`config.mk`:
```
export PLATFORM = sky130hd
export DESIGN_NAME = frame_assembler_flat
export DESIGN_NICKNAME = d
export VERILOG_FILES = /design/src/frame_assembly_pkg.sv /design/src/lane_link_if.sv /design/src/frame_assembler.sv /design/src/flat_wrapper.sv
export SDC_FILE = /design/constraint.sdc
export NUM_CORES = 1
export LEC_CHECK = 0
export BUFFER_PORTS_ARGS = -buffer_cell sky130_fd_sc_hd__buf_2
export CAP_MARGIN = 20
export CORE_MARGIN = 2
export CORE_UTILIZATION = 30
export DETAILED_ROUTE_END_ITERATION = 10
export GPL_TIMING_DRIVEN = 0
export MAX_ROUTING_LAYER = met4
export SLEW_MARGIN = 20
export SYNTH_ARGS = -nofsm -noshare
export SYNTH_HDL_FRONTEND = slang
export SYNTH_SLANG_ARGS = --single-unit
```
`constraint.sdc`:
```
create_clock -name i_clock -period 2.3 [get_ports i_clock]
set_input_delay 0.345 -clock i_clock [delete_from_list [all_inputs] [get_ports i_clock]]
set_output_delay 0.345 -clock i_clock [all_outputs]
set_load 0.005 [all_outputs]
```
`src/frame_assembly_pkg.sv`:
```
// Purpose: shared constants and types for the dual-band complex framer
// Assumes: one octet per lane per clock on the parallel link side
// Notes: sample index 0 = band 1 I, 1 = band 1 Q, 2 = band 2 I, 3 = band 2 Q
package frame_assembly_pkg;

  // ----------------------------------------------------------------
  // Format select codes
  // ----------------------------------------------------------------
  localparam logic [1:0] SEL0_EIGHT_LANE = 2'h1;
  localparam logic [1:0] SEL0_FOUR_LANE = 2'h2;
  localparam logic [1:0] SEL_OTHER_CODE = 2'h0;

  // ----------------------------------------------------------------
  // Frame geometry and rate
  // ----------------------------------------------------------------
  localparam logic [1:0] LAST_OCTET_EIGHT = 2'h1;
  localparam logic [1:0] LAST_OCTET_FOUR = 2'h3;
  localparam logic [15:0] MULT_20X_X100 = 16'h07d0;
  localparam logic [15:0] MULT_40X_X100 = 16'h0fa0;
  localparam int SAMPLES_PER_CHAN = 4;
  localparam int LANES_PER_CHAN = 4;

  // ----------------------------------------------------------------
  // Configuration types
  // ----------------------------------------------------------------
  typedef enum logic {pll_20x, pll_40x} pll_mult_t;

  typedef enum logic [3:0] {
    dec_8, dec_9, dec_10, dec_12, dec_16, dec_18, dec_20, dec_24, dec_32,
    dec_bad_9, dec_bad_10, dec_bad_11, dec_bad_12, dec_bad_13,
    dec_bad_14, dec_bad_15
  } decim_t;

  typedef logic [SAMPLES_PER_CHAN-1:0][15:0] chan_samples_t;

  // Decimation factor, zero for an unsupported code
  function automatic logic [5:0] decim_factor(input decim_t d);
    logic [5:0] f;
    f = 6'h00;
    case (d)
      dec_8: f = 6'h08;
      dec_9: f = 6'h09;
      dec_10: f = 6'h0a;
      dec_12: f = 6'h0c;
      dec_16: f = 6'h10;
      dec_18: f = 6'h12;
      dec_20: f = 6'h14;
      dec_24: f = 6'h18;
      dec_32: f = 6'h20;
      default: f = 6'h00;
    endcase
    return f;
  endfunction

endpackage

```
`src/lane_link_if.sv`:
```
// Purpose: parallel octet lanes between framer and receiver logic
// Assumes: both ends share one clock
// Notes: each lane carries one octet per clock while octet_valid is high
`timescale 1ns/1ps
interface lane_link_if;
  logic [7:0] chan_a_lane_0;
  logic [7:0] chan_a_lane_1;
  logic [7:0] chan_a_lane_2;
  logic [7:0] chan_a_lane_3;
  logic [7:0] chan_b_lane_0;
  logic [7:0] chan_b_lane_1;
  logic [7:0] chan_b_lane_2;
  logic [7:0] chan_b_lane_3;
  logic octet_valid;
  logic frame_start;
  logic four_lane;
  logic link_up;

  modport device (
    output chan_a_lane_0, chan_a_lane_1, chan_a_lane_2, chan_a_lane_3,
    output chan_b_lane_0, chan_b_lane_1, chan_b_lane_2, chan_b_lane_3,
    output octet_valid, frame_start, four_lane, link_up
  );

  modport host (
    input chan_a_lane_0, chan_a_lane_1, chan_a_lane_2, chan_a_lane_3,
    input chan_b_lane_0, chan_b_lane_1, chan_b_lane_2, chan_b_lane_3,
    input octet_valid, frame_start, four_lane, link_up
  );
endinterface

```
`src/frame_assembler.sv`:
```
// Purpose: device end, maps dual-band complex samples onto octet lanes
// Assumes: samples arrive on i_sample_valid, taken when o_sample_ready
// Notes: configuration is captured only on a link start pulse
//
// What this block does
// - Two bands per channel, nine decimation settings
// - Eight-lane format: 20X multiplier, select 1,0,0
// - Four-lane format: 40X multiplier, select 2,0,0
// - Lane rate is clock times multiplier over decimation
// - Decimation 24 and 32 allow four-lane only
// - Eight-lane: one sample per lane, high octet first
// - Four-lane: lanes 1,2 carry I then Q
// - Channel B mirrors channel A lane arrangement
`timescale 1ns/1ps
module frame_assembler (
  input wire logic i_clock,
  input wire logic i_reset_n,
  input wire logic [1:0] i_link_format_select_0,
  input wire logic [1:0] i_link_format_select_1,
  input wire logic [1:0] i_link_format_select_2,
  input frame_assembly_pkg::pll_mult_t i_pll_mult,
  input frame_assembly_pkg::decim_t i_decimation,
  input wire logic i_link_start,
  input wire logic i_link_stop,
  input frame_assembly_pkg::chan_samples_t i_chan_a_samples,
  input frame_assembly_pkg::chan_samples_t i_chan_b_samples,
  input wire logic i_sample_valid,
  output logic o_sample_ready,
  output logic o_link_up,
  output logic o_cfg_error,
  output logic [15:0] o_rate_ratio_x100,
  lane_link_if.device link
);

  // ----------------------------------------------------------------
  // Declarations
  // ----------------------------------------------------------------
  typedef enum logic [1:0] {st_down, st_idle, st_send} fa_state_t;

  fa_state_t state_r;
  fa_state_t state_nxt;
  logic four_lane_r;
  logic [1:0] cnt_r;
  logic [1:0] cnt_nxt;
  logic [1:0] last_octet;
  logic accept;
  logic cfg_eight_ok;
  logic cfg_four_ok;
  logic cfg_ok;
  logic [5:0] factor;
  logic [15:0] mult_x100;
  frame_assembly_pkg::chan_samples_t smp_r [2];
  frame_assembly_pkg::chan_samples_t smp_nxt [2];
  logic [7:0] lane_r [2][frame_assembly_pkg::LANES_PER_CHAN];
  logic valid_r;
  logic start_r;
  logic restart_r;

  // Pick one octet of a lane from a channel's four samples
  function automatic logic [7:0] lane_octet(
    input frame_assembly_pkg::chan_samples_t s,
    input logic four,
    input logic [1:0] lane,
    input logic [1:0] idx
  );
    logic [15:0] w;
    w = 16'h0000;
    if (!four) begin
      w = s[lane];
    end else if (lane == 2'h1) begin
      w = idx[1] ? s[1] : s[0];
    end else if (lane == 2'h2) begin
      w = idx[1] ? s[3] : s[2];
    end else begin
      w = 16'h0000;
    end
    return idx[0] ? w[7:0] : w[15:8];
  endfunction

  // ----------------------------------------------------------------
  // Configuration check
  // ----------------------------------------------------------------
  // Legal decimation and format combinations
  always_comb begin
    factor = frame_assembly_pkg::decim_factor(i_decimation);
    cfg_eight_ok = (i_link_format_select_0 ==
                    frame_assembly_pkg::SEL0_EIGHT_LANE) &&
                   (i_link_format_select_1 ==
                    frame_assembly_pkg::SEL_OTHER_CODE) &&
                   (i_link_format_select_2 ==
                    frame_assembly_pkg::SEL_OTHER_CODE) &&
                   (i_pll_mult == frame_assembly_pkg::pll_20x) &&
                   (i_decimation != frame_assembly_pkg::dec_24) &&
                   (i_decimation != frame_assembly_pkg::dec_32);
    cfg_four_ok = (i_link_format_select_0 ==
                   frame_assembly_pkg::SEL0_FOUR_LANE) &&
                  (i_link_format_select_1 ==
                   frame_assembly_pkg::SEL_OTHER_CODE) &&
                  (i_link_format_select_2 ==
                   frame_assembly_pkg::SEL_OTHER_CODE) &&
                  (i_pll_mult == frame_assembly_pkg::pll_40x);
    cfg_ok = (factor != 6'h00) && (cfg_eight_ok || cfg_four_ok);
    mult_x100 = (i_pll_mult == frame_assembly_pkg::pll_40x) ?
                frame_assembly_pkg::MULT_40X_X100 :
                frame_assembly_pkg::MULT_20X_X100;
  end

  // Format and ratio are captured only on a start pulse
  always_ff @(posedge i_clock or negedge i_reset_n) begin
    if (!i_reset_n) begin
      four_lane_r <= 1'b0;
      o_cfg_error <= 1'b0;
      o_rate_ratio_x100 <= 16'h0000;
    end else if (i_link_start) begin
      four_lane_r <= cfg_four_ok;
      o_cfg_error <= !cfg_ok;
      if (cfg_ok) begin
        o_rate_ratio_x100 <= mult_x100 / {10'h000, factor};
      end else begin
        o_rate_ratio_x100 <= 16'h0000;
      end
    end
  end

  // ----------------------------------------------------------------
  // Frame sequencing
  // ----------------------------------------------------------------
  assign last_octet = four_lane_r ? frame_assembly_pkg::LAST_OCTET_FOUR :
                      frame_assembly_pkg::LAST_OCTET_EIGHT;
  assign accept = o_sample_ready && i_sample_valid;

  // Next state and octet index
  always_comb begin
    state_nxt = state_r;
    cnt_nxt = cnt_r;
    case (state_r)
      st_down: begin
        cnt_nxt = 2'h0;
        if (restart_r) begin
          state_nxt = st_idle;
        end
      end
      st_idle: begin
        cnt_nxt = 2'h0;
        if (accept) begin
          state_nxt = st_send;
        end
      end
      st_send: begin
        if (cnt_r != last_octet) begin
          cnt_nxt = cnt_r + 2'h1;
        end else if (accept) begin
          cnt_nxt = 2'h0;
        end else begin
          state_nxt = st_idle;
          cnt_nxt = 2'h0;
        end
      end
      default: begin
        state_nxt = st_down;
        cnt_nxt = 2'h0;
      end
    endcase
    if (i_link_stop || i_link_start) begin
      state_nxt = st_down;
      cnt_nxt = 2'h0;
    end
  end

  // State, index and ready flag
  always_ff @(posedge i_clock or negedge i_reset_n) begin
    if (!i_reset_n) begin
      state_r <= st_down;
      cnt_r <= 2'h0;
      o_sample_ready <= 1'b0;
      o_link_up <= 1'b0;
      restart_r <= 1'b0;
    end else begin
      state_r <= state_nxt;
      cnt_r <= cnt_nxt;
      o_sample_ready <= (state_nxt == st_idle) ||
                        ((state_nxt == st_send) && (cnt_nxt == last_octet));
      o_link_up <= (state_nxt != st_down);
      // A legal start is remembered across its forced down cycle
      restart_r <= i_link_start && cfg_ok && !i_link_stop;
    end
  end

  // ----------------------------------------------------------------
  // Sample capture and lane octets
  // ----------------------------------------------------------------
  // Start restarts the link, so a start cycle never sends
  always_ff @(posedge i_clock or negedge i_reset_n) begin
    if (!i_reset_n) begin
      valid_r <= 1'b0;
      start_r <= 1'b0;
    end else begin
      valid_r <= (state_nxt == st_send);
      start_r <= accept && !i_link_stop && !i_link_start;
    end
  end

  // Both channels share one arrangement
  for (genvar c = 0; c < 2; c++) begin : g_chan
    always_comb begin
      smp_nxt[c] = smp_r[c];
      if (accept) begin
        smp_nxt[c] = (c == 0) ? i_chan_a_samples : i_chan_b_samples;
      end
    end

    always_ff @(posedge i_clock or negedge i_reset_n) begin
      if (!i_reset_n) begin
        smp_r[c] <= '0;
      end else begin
        smp_r[c] <= smp_nxt[c];
      end
    end

    for (genvar k = 0; k < frame_assembly_pkg::LANES_PER_CHAN; k++)
    begin : g_lane
      always_ff @(posedge i_clock or negedge i_reset_n) begin
        if (!i_reset_n) begin
          lane_r[c][k] <= 8'h00;
        end else if (state_nxt == st_send) begin
          lane_r[c][k] <= lane_octet(smp_nxt[c], four_lane_r, 2'(k),
                                     cnt_nxt);
        end else begin
          lane_r[c][k] <= 8'h00;
        end
      end
    end
  end

  // ----------------------------------------------------------------
  // Link outputs
  // ----------------------------------------------------------------
  assign link.chan_a_lane_0 = lane_r[0][0];
  assign link.chan_a_lane_1 = lane_r[0][1];
  assign link.chan_a_lane_2 = lane_r[0][2];
  assign link.chan_a_lane_3 = lane_r[0][3];
  assign link.chan_b_lane_0 = lane_r[1][0];
  assign link.chan_b_lane_1 = lane_r[1][1];
  assign link.chan_b_lane_2 = lane_r[1][2];
  assign link.chan_b_lane_3 = lane_r[1][3];
  assign link.octet_valid = valid_r;
  assign link.frame_start = start_r;
  assign link.four_lane = four_lane_r;
  assign link.link_up = o_link_up;

endmodule

```
`src/flat_wrapper.sv`:
```
// flat-port wrapper written by rule: the top's interface ports become plain ports
module frame_assembler_flat 
  (i_clock, i_reset_n, i_link_format_select_0, i_link_format_select_1, i_link_format_select_2, i_pll_mult, i_decimation, i_link_start, i_link_stop, i_chan_a_samples, i_chan_b_samples, i_sample_valid, o_sample_ready, o_link_up, o_cfg_error, o_rate_ratio_x100, link_chan_a_lane_0, link_chan_a_lane_1, link_chan_a_lane_2, link_chan_a_lane_3, link_chan_b_lane_0, link_chan_b_lane_1, link_chan_b_lane_2, link_chan_b_lane_3, link_octet_valid, link_frame_start, link_four_lane, link_link_up);
  lane_link_if link_i ();
  input wire logic i_clock;
  input wire logic i_reset_n;
  input wire logic [1:0] i_link_format_select_0;
  input wire logic [1:0] i_link_format_select_1;
  input wire logic [1:0] i_link_format_select_2;
  input frame_assembly_pkg::pll_mult_t i_pll_mult;
  input frame_assembly_pkg::decim_t i_decimation;
  input wire logic i_link_start;
  input wire logic i_link_stop;
  input frame_assembly_pkg::chan_samples_t i_chan_a_samples;
  input frame_assembly_pkg::chan_samples_t i_chan_b_samples;
  input wire logic i_sample_valid;
  output logic o_sample_ready;
  output logic o_link_up;
  output logic o_cfg_error;
  output logic [15:0] o_rate_ratio_x100;
  output wire logic [$bits(link_i.chan_a_lane_0)-1:0] link_chan_a_lane_0;
  output wire logic [$bits(link_i.chan_a_lane_1)-1:0] link_chan_a_lane_1;
  output wire logic [$bits(link_i.chan_a_lane_2)-1:0] link_chan_a_lane_2;
  output wire logic [$bits(link_i.chan_a_lane_3)-1:0] link_chan_a_lane_3;
  output wire logic [$bits(link_i.chan_b_lane_0)-1:0] link_chan_b_lane_0;
  output wire logic [$bits(link_i.chan_b_lane_1)-1:0] link_chan_b_lane_1;
  output wire logic [$bits(link_i.chan_b_lane_2)-1:0] link_chan_b_lane_2;
  output wire logic [$bits(link_i.chan_b_lane_3)-1:0] link_chan_b_lane_3;
  output wire logic [$bits(link_i.octet_valid)-1:0] link_octet_valid;
  output wire logic [$bits(link_i.frame_start)-1:0] link_frame_start;
  output wire logic [$bits(link_i.four_lane)-1:0] link_four_lane;
  output wire logic [$bits(link_i.link_up)-1:0] link_link_up;
  assign link_chan_a_lane_0 = link_i.chan_a_lane_0;
  assign link_chan_a_lane_1 = link_i.chan_a_lane_1;
  assign link_chan_a_lane_2 = link_i.chan_a_lane_2;
  assign link_chan_a_lane_3 = link_i.chan_a_lane_3;
  assign link_chan_b_lane_0 = link_i.chan_b_lane_0;
  assign link_chan_b_lane_1 = link_i.chan_b_lane_1;
  assign link_chan_b_lane_2 = link_i.chan_b_lane_2;
  assign link_chan_b_lane_3 = link_i.chan_b_lane_3;
  assign link_octet_valid = link_i.octet_valid;
  assign link_frame_start = link_i.frame_start;
  assign link_four_lane = link_i.four_lane;
  assign link_link_up = link_i.link_up;
  frame_assembler u_core (.i_clock(i_clock), .i_reset_n(i_reset_n), .i_link_format_select_0(i_link_format_select_0), .i_link_format_select_1(i_link_format_select_1), .i_link_format_select_2(i_link_format_select_2), .i_pll_mult(i_pll_mult), .i_decimation(i_decimation), .i_link_start(i_link_start), .i_link_stop(i_link_stop), .i_chan_a_samples(i_chan_a_samples), .i_chan_b_samples(i_chan_b_samples), .i_sample_valid(i_sample_valid), .o_sample_ready(o_sample_ready), .o_link_up(o_link_up), .o_cfg_error(o_cfg_error), .o_rate_ratio_x100(o_rate_ratio_x100), .link(link_i));
endmodule
```
==> out/metrics.csv, run 1 <==
metric;value;unit
Max Slew Vio Count;0;
# setup viols final;13;
fin crit period;23.55;ns
register area share after synthesis;0.387;
die area;48900;um^2
nets@finish;2333;
CP Launch Type;input pin;
Post-DP HPWL;35000;um
Total Wirelength;50400;um
CP endpoint kind;flop;
Mean Syn Cell Area;8.68;um^2
multi-input logic area;9490;um^2
Yosys reg bits;219;
WL met2;24700;um
DRC Markers;0;
Synthesis Warnings;0;
clock-pin slew on the worst setup and hold paths;0.07;ns
vias in the first global route;14000;
core footprint;46600;um^2
Critical Path RT;2.71;ns
commonest non-fill, non-tap cell in the layout;nand2_1;
Final WS setup;-21.25;ns
1st-iter DRT viols;924;
post-route cell area;20200;um^2
RePlAce Congestion;0.890;
max incr delay on CP;0.43;ns
met3 routed WL;2640;um
root buf cell;clkbuf_16;
die height;221;um
Hold Vio Cnt, Final;0;
Fmax;0.0425;GHz
status;finished, violations left;
min-delay worst type;in2reg;
Area contributors post-synth;dfrtp_1 (39%), nand2_1 (12%), ha_1 (6.6%);
Area Overhead vs Synth;43.0;%
Post-DRT Antenna Nets;0;
fraction of layout cells with a size suffix above 1;0.381;
GR Util All Layers;0.199;
DR WL/cell;18.4;um
Worst Skew;0.0107;ns
Final period util;10.2;
Slew HR;0.208;
Synth Area in XOR/XNOR;0.0334;
ys async rst share;1.00;
top cell type's share of synthesized area;0.387;
max_cap viols;0;
Syn Inst Count;1630;
unrepaired setup endpoints after global routing;true;
GRT Residual Overflow;0;
most frequent cells in the layout;nand2_1 (461), buf_2 (229), dfrtp_1 (218);
Worst path most repeated cell;buf_4;
post-synthesis mux area share;0.0720;
compound-gate portion of the synthesized area;0.153;
Buffers on Ports;227;
Syn Std Cell Area;14200;um^2
DR top layer;met4;
CTS tree;done;
Critical Path AT;23.96;ns
H-tree levels;1;
initial antenna violation count;2;
slowest library cell on the worst path;or4_4;
placed instance area;16600;um^2
worst slew pin tran;1.18;ns
Die W;221;um
failing checks;setup timing;
maximum clock path buffer count;3;
via count;13900;
setup TNS;-138.18;ns
Routed met1 length;21200;um
Skew-Pair Late Insertion Delay;0.52;ns
dominant synthesized flop cell;dfrtp_1;
Fin Hold WS;0.0392;ns
Post-synth EDFFs;0;
first-pass GRT wire length;76100;um
Pre-antenna DRT Iters;6;
FILL cells;4427;
post-synthesis adder-cell area fraction;0.0684;
largest family of logic cells by synthesized area;simple AND/OR/NAND/NOR gates;
pin count of the biggest net entering global routing;97;
drt via density;5.07;
placement row count;79;
sequential cell area;5480;um^2
cts bufs inserted;24;
crit path max fanout;8;
Initial Utilization;0.304;
area leader, netlist;dfrtp_1;
IO Count;231;
Synth Area in Simple Gates;0.258;
WS Path Type;in2reg;
post-place setup slack;-24.94;ns
CTS sink cnt;219;
Netlist cell types;100;
## per-layer routing
metal,global-route usage,up-vias
met5,-,-
met3,0.0275,125
li1,-,6620
met1,0.241,6708
met2,0.336,446
met4,0.0717,0
## state kept, by name, summed over array words and instances (netlist names), 2 cells and up
| name | cells |
|---|---|
| u_core.link.chan_a_lane_0 | 8 |
| u_core.o_rate_ratio_x100 | 16 |
| u_core.link.chan_b_lane_3 | 8 |
| u_core.link.chan_b_lane_1 | 8 |
| u_core.smp_r | 128 |
| u_core.link.chan_a_lane_2 | 8 |
| u_core.link.chan_a_lane_3 | 8 |
| u_core.link.chan_b_lane_2 | 8 |
| u_core.link.chan_a_lane_1 | 8 |
| u_core.link.chan_b_lane_0 | 8 |
| u_core.cnt_r | 2 |
| u_core.state_r | 2 |
## cell usage after synthesis, types with 10 or more instances
library cell / count
a21o_1: 18
a21oi_1: 95
a31oi_1: 14
and3_1: 10
clkbuf_1: 51
dfrtp_1: 219
ha_1: 75
inv_1: 34
mux2_2: 47
mux2i_1: 40
nand2_1: 470
nand2b_1: 14
nand3_1: 19
nor2_1: 71
nor2b_1: 45
nor3_1: 31
o211ai_1: 10
o21a_1: 19
o21ai_0: 32
o21bai_1: 12
or2_2: 40
or3_1: 14
xnor2_1: 36
xor2_1: 18
## path summary, 6_finish.rpt
kind,startpoint,endpoint,slack (ns),depth (start not counted)
hold reg to reg,u_core.smp_r[79],u_core.smp_r[79],0.47,2
setup / recovery,i_decimation[0],u_core.o_rate_ratio_x100[0],-21.25,125
max in group asynchronous,i_reset_n,u_core.smp_r[44],1.17,3
setup reg to reg,u_core.state_r[0],u_core.link.chan_b_lane_1[6],0.07,7
hold / removal,i_chan_b_samples[7],u_core.smp_r[7],0.04,3
min in group asynchronous,i_reset_n,u_core.link.chan_a_lane_0[1],0.32,2
## area by class of cell
cell class	count	area share
flip-flops and latches	219	0.271
multi-input cells	1317	0.469
diodes	2	0.000247
inverters	35	0.00723
repair buffers	458	0.156
clock buffers	31	0.0335
plain buffers	58	0.0200
well taps	607	0.0375
clock inverters	13	0.00649
## cell families (layout without fill, tap and decap cells)
group,count (synthesis),after routing
adders and majority gates,77,77
muxes,93,93
AOI/OAI and AO/OA,304,304
other,2,9
and+or+nand+nor,782,782
DFF,219,219
buffers and inverters,99,595
xor gates and xnor gates,54,54
## repair_timing
action,CTS,global route
setup buffers,158,73
pin swaps,106,113
endpoints found under the setup margin,83,57
resized for setup,153,96
hold endpoints to repair,46,0
hold buffers,1,0
gates cloned,1,0
## per-stage QoR
stage               std cells  utilization
global route             2740        0.435
global placement         2469        0.356
floorplan                1635            -
CTS                      2668        0.416
finish                   2740        0.435
detailed placement       2471        0.357
## worst max-delay path: cells and delay by family
family          cells  cell delay, ns
fa+ha+maj          15            3.59
mux                 7            2.11
simple gates       35            6.20
buf+inv            21            2.72
compound gates     47            8.93
Power of run 1 is left out: the tool's default activity adds up to more than one toggle a clock period on the data nets, which glitch-free logic cannot reach.
==> inputs of run 2 (changes only) <==
SKIP_CTS_REPAIR_TIMING = 1   (was not set)
==> run 2 against run 1 <==
The run still ends with setup timing left. Critical path depth is 1 lower. Via count is 4.6% lower. Worst setup slack worse by 0.48 ns. Critical endpoint unchanged.
==> out/metrics.csv, run 2 (synthesized netlist as in run 1, its figures left out) <==
metric;value;unit;change
max incr delay on CP;0.52;ns;+0.09 ns
vias in the first global route;12700;;-9.2%
placement row count;79;;unchanged
Post-DP HPWL;35000;um;unchanged
min-delay worst type;in2reg;;
CP Launch Type;input pin;;
post-route cell area;19400;um^2;-4.3%
Worst Skew;0.0131;ns;+0.00245 ns
Final period util;10.4;;+0.209
first-pass GRT wire length;69800;um;-8.3%
most frequent cells in the layout;nand2_1 (460), buf_2 (229), dfrtp_1 (218);;
Critical Path RT;2.71;ns;about the same
sequential cell area;5480;um^2;unchanged
core footprint;46600;um^2;unchanged
Total Wirelength;46700;um;-7.5%
GRT Residual Overflow;0;;unchanged
max_cap viols;0;;unchanged
DR WL/cell;17.6;um;-4.5%
crit path max fanout;8;;unchanged
maximum clock path buffer count;3;;unchanged
post-place setup slack;-24.94;ns;unchanged
fraction of layout cells with a size suffix above 1;0.352;;-0.0295
FILL cells;4541;;+2.6%
placed instance area;16600;um^2;unchanged
Initial Utilization;0.304;;unchanged
fin cells;2655;;-3.1%
Die W;221;um;unchanged
die height;221;um;unchanged
placed cells;2471;;unchanged
unrepaired setup endpoints after global routing;true;;
CTS tree;done;;
Util after Layout;0.416;;-0.0187
H-tree levels;1;;unchanged
commonest non-fill, non-tap cell in the layout;nand2_1;;
drt via density;5.00;;-1.5%
fin crit period;24.03;ns;+0.482 ns
root buf cell;clkbuf_16;;
Critical Path AT;24.44;ns;+0.48 ns
Area Overhead vs Synth;36.9;%;
CTS sink cnt;219;;unchanged
cts bufs inserted;24;;unchanged
CP endpoint kind;flop;;
die area;48900;um^2;unchanged
nets@finish;2247;;-3.7%
1st-iter DRT viols;869;;-6.0%
multi-input logic area;9440;um^2;-0.50%
DRC Markers;0;;unchanged
Slew HR;0.199;;-0.00920
Buffers on Ports;227;;unchanged
IO Count;231;;unchanged
Post-DRT Antenna Nets;0;;unchanged
RePlAce Congestion;0.890;;unchanged
Pre-antenna DRT Iters;6;;unchanged
Skew-Pair Late Insertion Delay;0.52;ns;about the same
GR Util All Layers;0.182;;-0.0166
Fmax;0.0416;GHz;-2.0%
WS Path Type;in2reg;;
clock-pin slew on the worst setup and hold paths;0.06;ns;about the same
failing checks;setup timing;;
initial antenna violation count;2;;unchanged
slowest library cell on the worst path;or4_4;;
pin count of the biggest net entering global routing;97;;unchanged
Largest Register;u_core.smp_r;;
Largest register FFs;128;;unchanged
Hold Vio Cnt, Final;0;;unchanged
worst slew pin tran;1.20;ns;+0.0138 ns
biggest regs;u_core.smp_r: 128 flops, u_core.o_rate_ratio_x100: 16 flops;;
Max Slew Vio Count;0;;unchanged
status;finished, violations left;;
Worst path most repeated cell;ha_4;;
Final WS setup;-21.73;ns;-0.482 ns
via count;13300;;-4.6%
# setup viols final;13;;unchanged
[run 2: changes by cell type in the layout (fill, tap and decap cells not counted), sizes merged]
| cell | before | now |
|---|---|---|
| diode | 2 | 3 |
| buf | 469 | 380 |
| clkbuf | 77 | 80 |
| inv | 34 | 35 |
| clkinvlp | 4 | 3 |
[run 2: metal layers]
layer / wire length, um / GRT usage
met2: 22600 / 0.304
met1: 20300 / 0.228
met5: 0 / -
met3: 2470 / 0.0275
met4: 1240 / 0.0528
[run 2: through the flow]
stage	TNS, ns	hold slack [ns]
after global routing	-144.83	0.0335
final	-139.41	0.0359
after CTS	-186.93	-0.287
after floorplan	-139.22	0.0494
after global placement	-878.92	0.448
after detailed placement	-219.68	0.273
[run 2: final timing paths]
path	startpoint	endpoint	slack, ns	cells after the start
max	i_decimation[1]	u_core.o_rate_ratio_x100[0]	-21.73	124
min	i_link_start	u_core.cnt_r[1]	0.04	2
max reg2reg	u_core.state_r[0]	u_core.link.chan_b_lane_2[7]	0.06	7
min reg2reg	u_core.smp_r[61]	u_core.smp_r[61]	0.47	2
max in group asynchronous	i_reset_n	u_core.smp_r[98]	1.16	3
min in group asynchronous	i_reset_n	u_core.link.chan_a_lane_0[1]	0.32	2
[run 2: final cells by class]
cell class,instances,area share
Sequential cell,219,0.283
Tap cell,607,0.0392
Clock buffer,31,0.0350
Buffer,59,0.0191
Inverter,35,0.00736
Clock inverter,13,0.00678
Timing Repair Buffer,371,0.122
Multi-Input combinational cell,1317,0.487
Antenna cell,3,0.000387
[run 2: worst max-delay path, delay by kind of cell]
family                   cells  cell delay [ns]
AO/OA/AOI/OAI               50             8.92
adder cells (fa/ha/maj)     15             3.71
buffers and inverters       10             1.50
multiplexers                 6             1.81
AND/OR/NAND/NOR             43             8.04
Power of run 2 is left out for the same reason.
